File: config.mk
export PLATFORM = sky130hd
export DESIGN_NAME = lsp_top
export DESIGN_NICKNAME = d
export VERILOG_FILES = /design/src/logic/lsp_pkg.sv /design/src/logic/lsp_top.sv /design/src/logic/lsp_sync.sv
export SDC_FILE = /design/constraint.sdc
export NUM_CORES = 2
export LEC_CHECK = 0
export ABC_AREA = 1
export BUFFER_PORTS_ARGS = -buffer_cell sky130_fd_sc_hd__buf_2
export CORE_MARGIN = 1
export CORE_UTILIZATION = 60
export DETAILED_ROUTE_END_ITERATION = 8
export GPL_TIMING_DRIVEN = 1
export PLACE_DENSITY = 0.78
export SLEW_MARGIN = 20
export SYNTH_ARGS = -nofsm -noshare
export SYNTH_HDL_FRONTEND = slang
export SYNTH_SLANG_ARGS = --single-unit
export TNS_END_PERCENT = 10
File: constraint.sdc
create_clock -name CLK_I -period 12.45 [get_ports CLK_I]
set_clock_uncertainty 0.05 [all_clocks]
set_input_delay 1.245 -clock CLK_I [delete_from_list [all_inputs] [get_ports CLK_I]]
set_output_delay 1.245 -clock CLK_I [all_outputs]
set_load 0.02 [all_outputs]
File: src/logic/lsp_pkg.sv
// shared constants and types for the limit switch positioning block
package lsp_pkg;
   // register byte offsets
   localparam logic [7:0] LSP_OFF_STOP_ASSIGN = 8'h00;
   localparam logic [7:0] LSP_OFF_SENS_ASSIGN = 8'h04;
   localparam logic [7:0] LSP_OFF_CONFIG = 8'h08;
   localparam logic [7:0] LSP_OFF_SPEEDS = 8'h0C;
   localparam logic [7:0] LSP_OFF_DISTANCE = 8'h10;
   localparam logic [7:0] LSP_OFF_RATED = 8'h14;
   localparam logic [7:0] LSP_OFF_CWORD = 8'h18;
   localparam logic [7:0] LSP_OFF_STATUS = 8'h1C;
   // source field positions (6 bits each)
   localparam int LSP_POS_FWD_STOP = 0;
   localparam int LSP_POS_REV_STOP = 8;
   localparam int LSP_POS_FWD_SLOW = 0;
   localparam int LSP_POS_REV_SLOW = 8;
   localparam int LSP_POS_DISABLE = 16;
   // config field positions
   localparam int LSP_POS_STOP_TYPE = 0;
   localparam int LSP_POS_RISING = 2;
   localparam int LSP_POS_LONG_CAM = 3;
   localparam int LSP_POS_DIST_MODE = 4;
   // source selector codes
   localparam logic [5:0] LSP_SRC_NONE = 6'h00;
   localparam logic [5:0] LSP_SRC_DI_FIRST = 6'h01;
   localparam logic [5:0] LSP_SRC_DI_LAST = 6'h10;
   localparam logic [5:0] LSP_SRC_CW_FIRST = 6'h20;
   localparam logic [5:0] LSP_SRC_CW_LAST = 6'h2F;
   // reset values
   localparam logic [31:0] LSP_RST_ASSIGN = 32'h0000_0000;
   localparam logic [15:0] LSP_RST_LOW_SPEED = 16'h0000;
   localparam logic [15:0] LSP_RST_HIGH_SPEED = 16'h01F4;
   localparam logic [31:0] LSP_RST_DISTANCE = 32'h0000_0000;
   localparam logic [15:0] LSP_RST_RATED = 16'h0000;
   localparam logic [15:0] LSP_RST_CWORD = 16'h0000;
   // distance stop: braking margin is trip speed times rated speed, shifted
   localparam int LSP_DIST_MARGIN_SHIFT = 4;
   // cycles after reset before the stored zone is taken from the synchroniser
   localparam logic [1:0] LSP_RESTORE_WAIT = 2'h3;
   // axi response codes
   localparam logic [1:0] LSP_RESP_OKAY = 2'h0;
   localparam logic [1:0] LSP_RESP_SLVERR = 2'h2;
   // stop type choices
   typedef enum logic [1:0] {
      LSP_STOP_RAMP,
      LSP_STOP_FAST,
      LSP_STOP_FREEWHEEL
   } lsp_stop_type;
endpackage

File: src/logic/lsp_top.sv
// limit switch and slowdown sensor positioning logic with axi4-lite registers
// What this block does
// - stop-limit input at zero commands a stop
// - stop-limit stop uses the configured stop type
// - after stop, only opposite direction, after standstill
// - both stop limits active blocks every restart
// - stop types ramp, fast, freewheel; freewheel default
// - sensor active edge selectable rising or falling
// - forward slowdown edge clamps reference to low speed
// - reverse stays at full speed in slowdown zone
// - opposite edge while reversing clears forward slowdown
// - slowdown state kept in non-volatile storage
// - input or control bit can disable positioning
// - disable suppresses slowdown but tracking continues
// - same logic for forward and reverse
// - zone unknown after switches are configured
// - long cams: initialise anywhere on trajectory
// - save zone at switch-off, restore at power-up
// - distance stop from rated and tripping speed
// - stop limit overrides the distance stop
// - stop source unassigned, control bits, or inputs low
//
// Implementation choices: the AXI4-Lite slave port and the register addresses.
module lsp_top
   import lsp_pkg::*;
(
   // clock and reset
   input wire logic CLK_I,
   input wire logic RSTN_I,
   // axi4-lite write address and data
   input wire logic [7:0] S_AXI_AWADDR_I,
   input wire logic S_AXI_AWVALID_I,
   output logic S_AXI_AWREADY_O,
   input wire logic [31:0] S_AXI_WDATA_I,
   input wire logic [3:0] S_AXI_WSTRB_I,
   input wire logic S_AXI_WVALID_I,
   output logic S_AXI_WREADY_O,
   // axi4-lite write response
   output logic [1:0] S_AXI_BRESP_O,
   output logic S_AXI_BVALID_O,
   input wire logic S_AXI_BREADY_I,
   // axi4-lite read
   input wire logic [7:0] S_AXI_ARADDR_I,
   input wire logic S_AXI_ARVALID_I,
   output logic S_AXI_ARREADY_O,
   output logic [31:0] S_AXI_RDATA_O,
   output logic [1:0] S_AXI_RRESP_O,
   output logic S_AXI_RVALID_O,
   input wire logic S_AXI_RREADY_I,
   // digital input pins di1..di16
   input wire logic [15:0] DI_I,
   // zone retention memory
   input wire logic POWER_FAIL_I,
   input wire logic [2:0] ZONE_NV_I,
   input wire logic ZONE_NV_VALID_I,
   output logic ZONE_SAVE_O,
   output logic [2:0] ZONE_DATA_O,
   // motor control side, same clock
   input wire logic RUN_FWD_I,
   input wire logic RUN_REV_I,
   input wire logic STANDSTILL_I,
   input wire logic [15:0] SPEED_EST_I,
   input wire logic [15:0] SPEED_REF_I,
   output logic [15:0] SPEED_LIMITED_O,
   output logic FWD_INHIBIT_O,
   output logic REV_INHIBIT_O,
   output logic STOP_REQ_O,
   output logic [1:0] STOP_TYPE_O
);
   // the whole state of the block
   typedef struct packed {
      // bus slave
      logic aw_held;
      logic [7:0] aw_addr;
      logic w_held;
      logic [31:0] w_data;
      logic [3:0] w_strb;
      logic bvalid;
      logic [1:0] bresp;
      logic rvalid;
      logic [31:0] rdata;
      logic [1:0] rresp;
      // software registers
      logic [31:0] stop_assign;
      logic [31:0] sens_assign;
      lsp_stop_type stop_type;
      logic rising;
      logic long_cam;
      logic dist_mode;
      logic [15:0] low_speed;
      logic [15:0] high_speed;
      logic [31:0] distance;
      logic [15:0] rated;
      logic [15:0] cword;
      // sensor tracking
      logic fslow_prev;
      logic rslow_prev;
      logic fstop_prev;
      logic rstop_prev;
      logic fwd_slow;
      logic rev_slow;
      logic zone_known;
      logic stop_hold;
      logic pfail_prev;
      logic [1:0] restore_cnt;
      logic restored;
      // distance stop
      logic dist_run;
      logic dist_stop;
      logic [15:0] trip_speed;
      logic [47:0] travel;
      // outputs
      logic zone_save;
      logic [2:0] zone_data;
      logic [15:0] speed_lim;
      logic fwd_inh;
      logic rev_inh;
      logic stop_req;
      logic [1:0] stop_out;
   } lsp_state_type;

   lsp_state_type state; // registered state
   lsp_state_type next_state; // next value
   logic [20:0] sync_in; // pins before crossing
   logic [20:0] sync_out; // pins after crossing
   logic [15:0] di; // clean digital inputs
   logic pfail; // clean power fail
   logic [2:0] nv_zone; // clean stored zone
   logic nv_valid; // clean stored zone valid

   // pick one source: bit 1 is assigned, bit 0 the level
   function automatic logic [1:0] src_level(input logic [5:0] sel, input logic [15:0] pins,
                                            input logic [15:0] bits);
      logic [5:0] k;
      k = 6'h00;
      if (sel >= LSP_SRC_DI_FIRST && sel <= LSP_SRC_DI_LAST) begin
         k = sel - LSP_SRC_DI_FIRST;
         return {1'b1, pins[k[3:0]]};
      end else if (sel >= LSP_SRC_CW_FIRST && sel <= LSP_SRC_CW_LAST) begin
         k = sel - LSP_SRC_CW_FIRST;
         return {1'b1, bits[k[3:0]]};
      end
      return 2'b01; // unassigned idles high, so never active
   endfunction

   // merge a write word into a register under byte strobes
   function automatic logic [31:0] strobe_merge(input logic [31:0] old, input logic [31:0] wd,
                                                input logic [3:0] st);
      logic [31:0] res;
      res = old;
      for (int i = 0; i < 4; i++) begin
         if (st[i]) begin
            res[8*i +: 8] = wd[8*i +: 8];
         end
      end
      return res;
   endfunction

   // every outside level crosses two flops before use
   assign sync_in = {ZONE_NV_VALID_I, ZONE_NV_I, POWER_FAIL_I, DI_I};
   lsp_sync #(.WIDTH(21)) u_sync (
      .clk_i(CLK_I),
      .rstn_i(RSTN_I),
      .async_i(sync_in),
      .sync_o(sync_out)
   );
   assign di = sync_out[15:0];
   assign pfail = sync_out[16];
   assign nv_zone = sync_out[19:17];
   assign nv_valid = sync_out[20];

   // next state of the whole block
   always_comb begin
      logic [1:0] fstop;
      logic [1:0] rstop;
      logic [1:0] fslow;
      logic [1:0] rslow;
      logic [1:0] dis;
      logic fstop_act;
      logic rstop_act;
      logic disabled;
      logic act_lvl;
      logic f_act_edge;
      logic f_opp_edge;
      logic r_act_edge;
      logic r_opp_edge;
      logic cfg_write;
      logic do_write;
      logic [31:0] merged;
      logic [31:0] status;
      logic [47:0] margin;
      logic [15:0] cap;
      fstop = 2'b01;
      rstop = 2'b01;
      fslow = 2'b01;
      rslow = 2'b01;
      dis = 2'b01;
      cfg_write = 1'b0;
      merged = 32'h0000_0000;
      status = 32'h0000_0000;
      margin = 48'h0000_0000_0000;
      cap = 16'h0000;
      fstop_act = 1'b0;
      rstop_act = 1'b0;
      disabled = 1'b0;
      act_lvl = 1'b0;
      f_act_edge = 1'b0;
      f_opp_edge = 1'b0;
      r_act_edge = 1'b0;
      r_opp_edge = 1'b0;
      do_write = 1'b0;
      next_state = state;

      // source selection for every function
      fstop = src_level(state.stop_assign[LSP_POS_FWD_STOP +: 6], di, state.cword);
      rstop = src_level(state.stop_assign[LSP_POS_REV_STOP +: 6], di, state.cword);
      fslow = src_level(state.sens_assign[LSP_POS_FWD_SLOW +: 6], di, state.cword);
      rslow = src_level(state.sens_assign[LSP_POS_REV_SLOW +: 6], di, state.cword);
      dis = src_level(state.sens_assign[LSP_POS_DISABLE +: 6], di, state.cword);
      fstop_act = fstop[1] & ~fstop[0];
      rstop_act = rstop[1] & ~rstop[0];
      disabled = dis[1] & dis[0];

      // sensor edges against the previous sample
      act_lvl = state.rising; // level inside the zone
      f_act_edge = fslow[1] & (fslow[0] != state.fslow_prev) & (fslow[0] == act_lvl);
      f_opp_edge = fslow[1] & (fslow[0] != state.fslow_prev) & (fslow[0] != act_lvl);
      r_act_edge = rslow[1] & (rslow[0] != state.rslow_prev) & (rslow[0] == act_lvl);
      r_opp_edge = rslow[1] & (rslow[0] != state.rslow_prev) & (rslow[0] != act_lvl);
      next_state.fslow_prev = fslow[0];
      next_state.rslow_prev = rslow[0];
      next_state.fstop_prev = fstop_act;
      next_state.rstop_prev = rstop_act;

      // zone tracking runs even while disabled
      if (f_act_edge && RUN_FWD_I) begin
         next_state.fwd_slow = 1'b1;
      end else if (f_opp_edge && RUN_REV_I) begin
         next_state.fwd_slow = 1'b0;
      end
      if (r_act_edge && RUN_REV_I) begin
         next_state.rev_slow = 1'b1;
      end else if (r_opp_edge && RUN_FWD_I) begin
         next_state.rev_slow = 1'b0;
      end

      // zone initialisation
      if (!state.zone_known && state.restored) begin
         if (state.long_cam) begin
            // long cams: the level itself tells the zone
            next_state.fwd_slow = fslow[1] & (fslow[0] == act_lvl);
            next_state.rev_slow = rslow[1] & (rslow[0] == act_lvl);
            next_state.zone_known = 1'b1;
         end else if (!(fslow[1] && fslow[0] == act_lvl) && !(rslow[1] && rslow[0] == act_lvl)
                      && !fstop_act && !rstop_act) begin
            // short cams: only trust a start outside every zone
            next_state.fwd_slow = 1'b0;
            next_state.rev_slow = 1'b0;
            next_state.zone_known = 1'b1;
         end
      end

      // restore the stored zone shortly after power-up
      if (!state.restored) begin
         if (state.restore_cnt == LSP_RESTORE_WAIT) begin
            next_state.restored = 1'b1;
            if (nv_valid) begin
               next_state.fwd_slow = nv_zone[0];
               next_state.rev_slow = nv_zone[1];
               next_state.zone_known = nv_zone[2];
            end
         end else begin
            next_state.restore_cnt = state.restore_cnt + 2'h1;
         end
      end

      // save the zone when supply fails; one-cycle strobe
      next_state.zone_data = {next_state.zone_known, next_state.rev_slow, next_state.fwd_slow};
      next_state.zone_save = pfail & ~state.pfail_prev & state.restored;
      next_state.pfail_prev = pfail;

      // stop limits: hold until standstill, a new trip wins
      if ((fstop_act && !state.fstop_prev) || (rstop_act && !state.rstop_prev)) begin
         next_state.stop_hold = 1'b1;
      end else if (STANDSTILL_I) begin
         next_state.stop_hold = 1'b0;
      end

      // distance stop after the slowdown switch
      if (fstop_act || rstop_act || !(RUN_FWD_I || RUN_REV_I)) begin
         next_state.dist_run = 1'b0;
      end else if (state.dist_mode && ((f_act_edge && RUN_FWD_I) || (r_act_edge && RUN_REV_I))) begin
         next_state.dist_run = 1'b1;
         next_state.trip_speed = SPEED_EST_I;
         next_state.travel = 48'h0000_0000_0000;
      end else if (state.dist_run) begin
         // braking margin grows with the speed at trip time
         margin = 48'(state.trip_speed * state.rated) << LSP_DIST_MARGIN_SHIFT;
         next_state.travel = state.travel + 48'(SPEED_EST_I * state.rated);
         if (state.travel + margin >= {state.distance, 16'h0000}) begin
            next_state.dist_run = 1'b0;
            next_state.dist_stop = 1'b1;
         end
      end
      if (STANDSTILL_I && !state.dist_run) begin
         next_state.dist_stop = 1'b0;
      end

      // direction permits
      next_state.fwd_inh = fstop_act | (state.stop_hold & ~fstop_act & rstop_act);
      next_state.rev_inh = rstop_act | (state.stop_hold & ~rstop_act & fstop_act);
      if (fstop_act && rstop_act) begin
         next_state.fwd_inh = 1'b1;
         next_state.rev_inh = 1'b1;
      end
      // while a limit stop is still braking, hold the opposite run too
      if (state.stop_hold && !STANDSTILL_I) begin
         next_state.fwd_inh = 1'b1;
         next_state.rev_inh = 1'b1;
      end

      // stop request and its kind; the limit type wins over the distance ramp
      next_state.stop_req = (fstop_act & RUN_FWD_I) | (rstop_act & RUN_REV_I)
                            | state.stop_hold | (state.dist_stop & ~disabled);
      if ((fstop_act && RUN_FWD_I) || (rstop_act && RUN_REV_I) || state.stop_hold) begin
         next_state.stop_out = state.stop_type;
      end else begin
         next_state.stop_out = LSP_STOP_RAMP;
      end

      // speed cap: low speed only in the zone for the travel direction
      cap = state.high_speed;
      if (!disabled && state.zone_known &&
          ((state.fwd_slow && RUN_FWD_I) || (state.rev_slow && RUN_REV_I))) begin
         cap = state.low_speed;
      end
      next_state.speed_lim = (SPEED_REF_I > cap) ? cap : SPEED_REF_I;

      // axi write: take address and data in either order
      if (S_AXI_AWVALID_I && !state.aw_held) begin
         next_state.aw_held = 1'b1;
         next_state.aw_addr = S_AXI_AWADDR_I;
      end
      if (S_AXI_WVALID_I && !state.w_held) begin
         next_state.w_held = 1'b1;
         next_state.w_data = S_AXI_WDATA_I;
         next_state.w_strb = S_AXI_WSTRB_I;
      end
      do_write = state.aw_held & state.w_held & ~state.bvalid;
      if (do_write) begin
         next_state.aw_held = 1'b0;
         next_state.w_held = 1'b0;
         next_state.bvalid = 1'b1;
         next_state.bresp = LSP_RESP_OKAY;
         unique case (state.aw_addr)
            LSP_OFF_STOP_ASSIGN: begin
               next_state.stop_assign = strobe_merge(state.stop_assign, state.w_data,
                                                     state.w_strb);
               cfg_write = 1'b1;
            end
            LSP_OFF_SENS_ASSIGN: begin
               next_state.sens_assign = strobe_merge(state.sens_assign, state.w_data,
                                                     state.w_strb);
               cfg_write = 1'b1;
            end
            LSP_OFF_CONFIG: begin
               merged = strobe_merge({27'h000_0000, state.dist_mode, state.long_cam,
                                      state.rising, state.stop_type}, state.w_data,
                                     state.w_strb);
               // illegal code falls back to the safe freewheel choice
               if (merged[LSP_POS_STOP_TYPE +: 2] == 2'h3) begin
                  next_state.stop_type = LSP_STOP_FREEWHEEL;
               end else begin
                  next_state.stop_type = lsp_stop_type'(merged[LSP_POS_STOP_TYPE +: 2]);
               end
               next_state.rising = merged[LSP_POS_RISING];
               next_state.long_cam = merged[LSP_POS_LONG_CAM];
               next_state.dist_mode = merged[LSP_POS_DIST_MODE];
               cfg_write = 1'b1;
            end
            LSP_OFF_SPEEDS: begin
               merged = strobe_merge({state.high_speed, state.low_speed}, state.w_data,
                                     state.w_strb);
               next_state.low_speed = merged[15:0];
               next_state.high_speed = merged[31:16];
            end
            LSP_OFF_DISTANCE: begin
               next_state.distance = strobe_merge(state.distance, state.w_data, state.w_strb);
            end
            LSP_OFF_RATED: begin
               merged = strobe_merge({16'h0000, state.rated}, state.w_data, state.w_strb);
               next_state.rated = merged[15:0];
            end
            LSP_OFF_CWORD: begin
               merged = strobe_merge({16'h0000, state.cword}, state.w_data, state.w_strb);
               next_state.cword = merged[15:0];
            end
            LSP_OFF_STATUS: begin
               next_state.bresp = LSP_RESP_OKAY; // read-only, write ignored
            end
            default: begin
               next_state.bresp = LSP_RESP_SLVERR;
            end
         endcase
      end
      if (state.bvalid && S_AXI_BREADY_I) begin
         next_state.bvalid = 1'b0;
      end
      // new switch setup makes the position unknown
      if (cfg_write) begin
         next_state.zone_known = 1'b0;
         next_state.fwd_slow = 1'b0;
         next_state.rev_slow = 1'b0;
      end

      // axi read: answer one cycle after the address is taken
      status = {state.trip_speed, 7'h00, disabled, state.dist_stop, state.rev_inh, state.fwd_inh,
                state.zone_known, state.rev_slow, state.fwd_slow, rstop_act, fstop_act};
      if (S_AXI_ARVALID_I && !state.rvalid) begin
         next_state.rvalid = 1'b1;
         next_state.rresp = LSP_RESP_OKAY;
         unique case (S_AXI_ARADDR_I)
            LSP_OFF_STOP_ASSIGN: next_state.rdata = state.stop_assign;
            LSP_OFF_SENS_ASSIGN: next_state.rdata = state.sens_assign;
            LSP_OFF_CONFIG: next_state.rdata = {27'h000_0000, state.dist_mode, state.long_cam,
                                                state.rising, state.stop_type};
            LSP_OFF_SPEEDS: next_state.rdata = {state.high_speed, state.low_speed};
            LSP_OFF_DISTANCE: next_state.rdata = state.distance;
            LSP_OFF_RATED: next_state.rdata = {16'h0000, state.rated};
            LSP_OFF_CWORD: next_state.rdata = {16'h0000, state.cword};
            LSP_OFF_STATUS: next_state.rdata = status;
            default: begin
               next_state.rdata = 32'h0000_0000;
               next_state.rresp = LSP_RESP_SLVERR;
            end
         endcase
      end else if (state.rvalid && S_AXI_RREADY_I) begin
         next_state.rvalid = 1'b0;
      end
   end

   // single state register; reset gives freewheel and an unknown zone
   always_ff @(posedge CLK_I or negedge RSTN_I) begin
      if (!RSTN_I) begin
         state <= '0;
         state.stop_assign <= LSP_RST_ASSIGN;
         state.sens_assign <= LSP_RST_ASSIGN;
         state.stop_type <= LSP_STOP_FREEWHEEL;
         state.low_speed <= LSP_RST_LOW_SPEED;
         state.high_speed <= LSP_RST_HIGH_SPEED;
         state.distance <= LSP_RST_DISTANCE;
         state.rated <= LSP_RST_RATED;
         state.cword <= LSP_RST_CWORD;
         state.fslow_prev <= 1'b1;
         state.rslow_prev <= 1'b1;
         state.stop_out <= LSP_STOP_FREEWHEEL;
      end else begin
         state <= next_state;
      end
   end

   // outputs straight from the state register
   assign S_AXI_AWREADY_O = ~state.aw_held;
   assign S_AXI_WREADY_O = ~state.w_held;
   assign S_AXI_BVALID_O = state.bvalid;
   assign S_AXI_BRESP_O = state.bresp;
   assign S_AXI_ARREADY_O = ~state.rvalid;
   assign S_AXI_RVALID_O = state.rvalid;
   assign S_AXI_RDATA_O = state.rdata;
   assign S_AXI_RRESP_O = state.rresp;
   assign ZONE_SAVE_O = state.zone_save;
   assign ZONE_DATA_O = state.zone_data;
   assign SPEED_LIMITED_O = state.speed_lim;
   assign FWD_INHIBIT_O = state.fwd_inh;
   assign REV_INHIBIT_O = state.rev_inh;
   assign STOP_REQ_O = state.stop_req;
   assign STOP_TYPE_O = state.stop_out;
endmodule

File: src/logic/lsp_sync.sv
// two flip-flop synchroniser for a group of slow outside levels
module lsp_sync #(
   parameter int WIDTH = 1
) (
   // clock and reset
   input wire logic clk_i,
   input wire logic rstn_i,
   // levels
   input wire logic [WIDTH-1:0] async_i,
   output logic [WIDTH-1:0] sync_o
);
   // first stage, read only by the second
   logic [WIDTH-1:0] meta;

   // plain double register; edges are found downstream on the clean copy
   always_ff @(posedge clk_i or negedge rstn_i) begin
      if (!rstn_i) begin
         meta <= '0;
         sync_o <= '0;
      end else begin
         meta <= async_i;
         sync_o <= meta;
      end
   end
endmodule

==> results by group <==
Status
  • Result of the run: completed

Timing
  • Unrepaired setup endpoints after global routing: false
  • Final slew viol count: 0
  • Period utilization: 0.786
  • Final setup violating endpoints: 0
  • Worst slew pin tran: 1250 ps
  • Setup TNS: 0 ps
  • FMAX: 102 MHz
  • Worst slew margin: 0.155
  • Final Hold Vio Count: 0
  • Period minus WS final: 9780 ps

Floorplan
  • Row cnt: 95
  • Die Wd: 264 µm
  • Top Ports: 181
  • Initial Util: 0.611
  • Core area: 67600 µm²
  • Height of the chip: 264 µm
  • DIE AREA: 69900 µm²

Yosys
  • Area contributors post-synth: dfrtp_1, fa_1, nand2_1, inv_1, ha_1
  • Yosys warnings: 0
  • Post-synth EDFFs: 0
  • Synthesized area per cell: 7.58 µm²
  • #FFs+latches synth: 392
  • Synth top area share: 0.231
  • Netlist cell types: 53
  • Seq/Total Area, Yosys: 0.238
  • Main flop type after synthesis: dfrtp_1
  • Mapped Area: 41300 µm²
  • Synth Instances: 5450
  • Yosys top cell by area: dfrtp_1
  • Async S/R FF share, synth: 1.00

Clock tree
  • TritonCTS clock tree: done
  • Post-CTS Resized: 0
  • Clock sink total: 392
  • Post-CTS Setup Inserts: 0
  • CTS Buf Count: 44
  • H-Tree Depth: 2
  • Hold buffer count at cts: 0
  • Clk_lat worst skew: 620 ps
  • Root Buffer: clkbuf_16
  • CTS clk-pin slew, worst paths: 60 ps
  • CTS Buffer Depth: 3

Setup path
  • CP Max Fanout: 18
  • Kind of critical path: reg -> reg
  • CP required: 12950 ps
  • Crit path largest cell delay: 760 ps
  • Crit. End Element: register
  • Capture point of the worst reg-to-reg path: state[90]
  • CP arrival: 10280 ps
  • Slowest-stage cell, CP: dfrtp_1
  • Critical Path Start Type: register
  • Path depth of the worst reg2reg path: 41
  • FF-to-FF setup slack: 2670 ps
  • R2r startpoint: state[77]

Route
  • DR vias: 36548
  • Routed wire length: 128 mm
  • Wire length per cell: 20.2 µm
  • Vias per cell: 5.77
  • Pre-Repair DR Iteration Count: 6
  • Initial DRC count: 4138
  • Routed Antenna Nets: 0
  • DRC Markers: 0

Power
  • Pwr Density: 169 nW/µm²
  • Combinational power share: 0.578
  • P_leak: 23.9 nW
  • Clock network power share: 0.188
  • Sw Share: 0.497
  • P_sw: 3.67 mW
  • Pint: 3.70 mW
  • Reg power frac: 0.234
  • Peak VDD IR: 0.000213 V

Global route
  • Largest net degree at the start of global routing: 114
  • Total gr overflow: 0
  • Gr usage total: 0.374
  • Initial antenna violation count: 8
  • Number of global-route vias before repair: 35994
  • First-pass GRT wire length: 202 mm

Cells and area
  • Area delta synth->final: 5.79%
  • Share of layout cells above drive strength 1: 0.0602
  • Final Cell Area: 43700 µm²
  • Most frequent cells in the layout: nand2_1, inv_1, fa_1
  • Nets: 6268
  • Most common cell after layout, fill and taps aside: nand2_1
  • Filler instances: 5924

Placed design
  • DPL Wire Length: 99.9 mm
  • Placed cell area: 42200 µm²
  • GPL Wtd Cong: 1.03
  • Port Buf Inserts: 178

Job
  • Max_cap viols: 0

Hold path
  • Hold path start: u_sync.meta[7]
  • WHS Path Cells: 0
  • Worst min path class: reg -> reg
  • Worst Hold End: u_sync.sync_o[7]
registers in the layout, summed over array words and instances (netlist names), 2 cells and up:
name             count
state              289
S_AXI_RDATA_O       32
u_sync.meta         21
u_sync.sync_o       21
SPEED_LIMITED_O     16
ZONE_DATA_O          3
STOP_TYPE_O          2
power by group through the flow:
| stage | Combinational, mW | Sequential [mW] | Clock (mW) |
|---|---|---|---|
| final | 4.26 | 1.72 | 1.39 |
| after detailed placement | 4.07 | 1.73 | 0 |
| after CTS | 4.12 | 1.71 | 1.39 |
| after floorplan | 2.83 | 1.63 | 0 |
| after global placement | 4.01 | 1.72 | 0 |
| after global routing | 4.67 | 1.74 | 1.44 |
synthesized netlist by cell type (all sizes together) (17+ instances only):
library cell	count
nor2	287
a21oi	268
buf	99
nand3	267
fa	421
nand4	45
xnor2	50
xor2	67
a31oi	18
nor4	17
dfrtp	382
ha	314
o21ai	319
nor3	42
inv	1162
clkbuf	188
nand2	1326
o211ai	20
nand3b	22
worst max-delay path: cells and delay by family, from the launching register on:
kind                       cells  cell delay (ps)
buffers and inverters          8              470
and+or+nand+nor                6              850
xor gates and xnor gates       2              320
adders and majority gates      9             4020
AOI/OAI and AO/OA             16             3230
DFF                            1              760
per-stage QoR:
stage	power [mW]	std cells	hold slack, ps	utilization	setup slack [ps]
floorplan	4.46	5451	281	-	4030
global route	7.86	6328	298	0.646	1780
detailed placement	5.80	6245	286	0.623	2800
CTS	7.22	6325	297	0.646	2750
global placement	5.73	6245	283	0.623	2740
finish	7.37	6332	296	0.646	2670
logic make-up after synthesis:
kind of cell | after synthesis | share of synthesized area
AND/OR/NAND/NOR | 2017 | 0.200
buffers and inverters | 1452 | 0.140
adder cells (fa/ha/maj) | 735 | 0.299
AO/OA/AOI/OAI | 731 | 0.0978
flip-flops | 392 | 0.238
XOR/XNOR | 117 | 0.0248
multiplexers | 5 | 0.00136
other | 1 | 0.0000907
cell type report:
type | count | area (µm²) | area share
Antenna cell | 7 | 17.5 | 0.000401
Clock inverter | 21 | 265 | 0.00607
Sequential cell | 392 | 9820 | 0.225
Clock buffer | 59 | 1280 | 0.0292
Multi-Input combinational cell | 3607 | 25700 | 0.589
Tap cell | 873 | 1090 | 0.0250
Timing Repair Buffer | 208 | 1130 | 0.0258
Inverter | 1165 | 4370 | 0.100
worst max path at each step:
stage,start,endpoint,slack (ps)
after global placement,state[131],state[89],2740
after global routing,state[77],state[90],1780
after floorplan,state[83],state[89],4030
after CTS,state[77],state[90],2750
final,state[77],state[90],2670
after detailed placement,state[77],state[90],2800
layer usage:
| layer | global-route usage | vias up | wire [µm] |
|---|---|---|---|
| li1 | - | 16630 | - |
| met1 | 0.523 | 17545 | 52100 |
| met2 | 0.550 | 2064 | 54500 |
| met3 | 0.115 | 305 | 16600 |
| met4 | 0.129 | 4 | 4760 |
| met5 | 0 | - | 26 |
(Power assumes the default switching activity.)
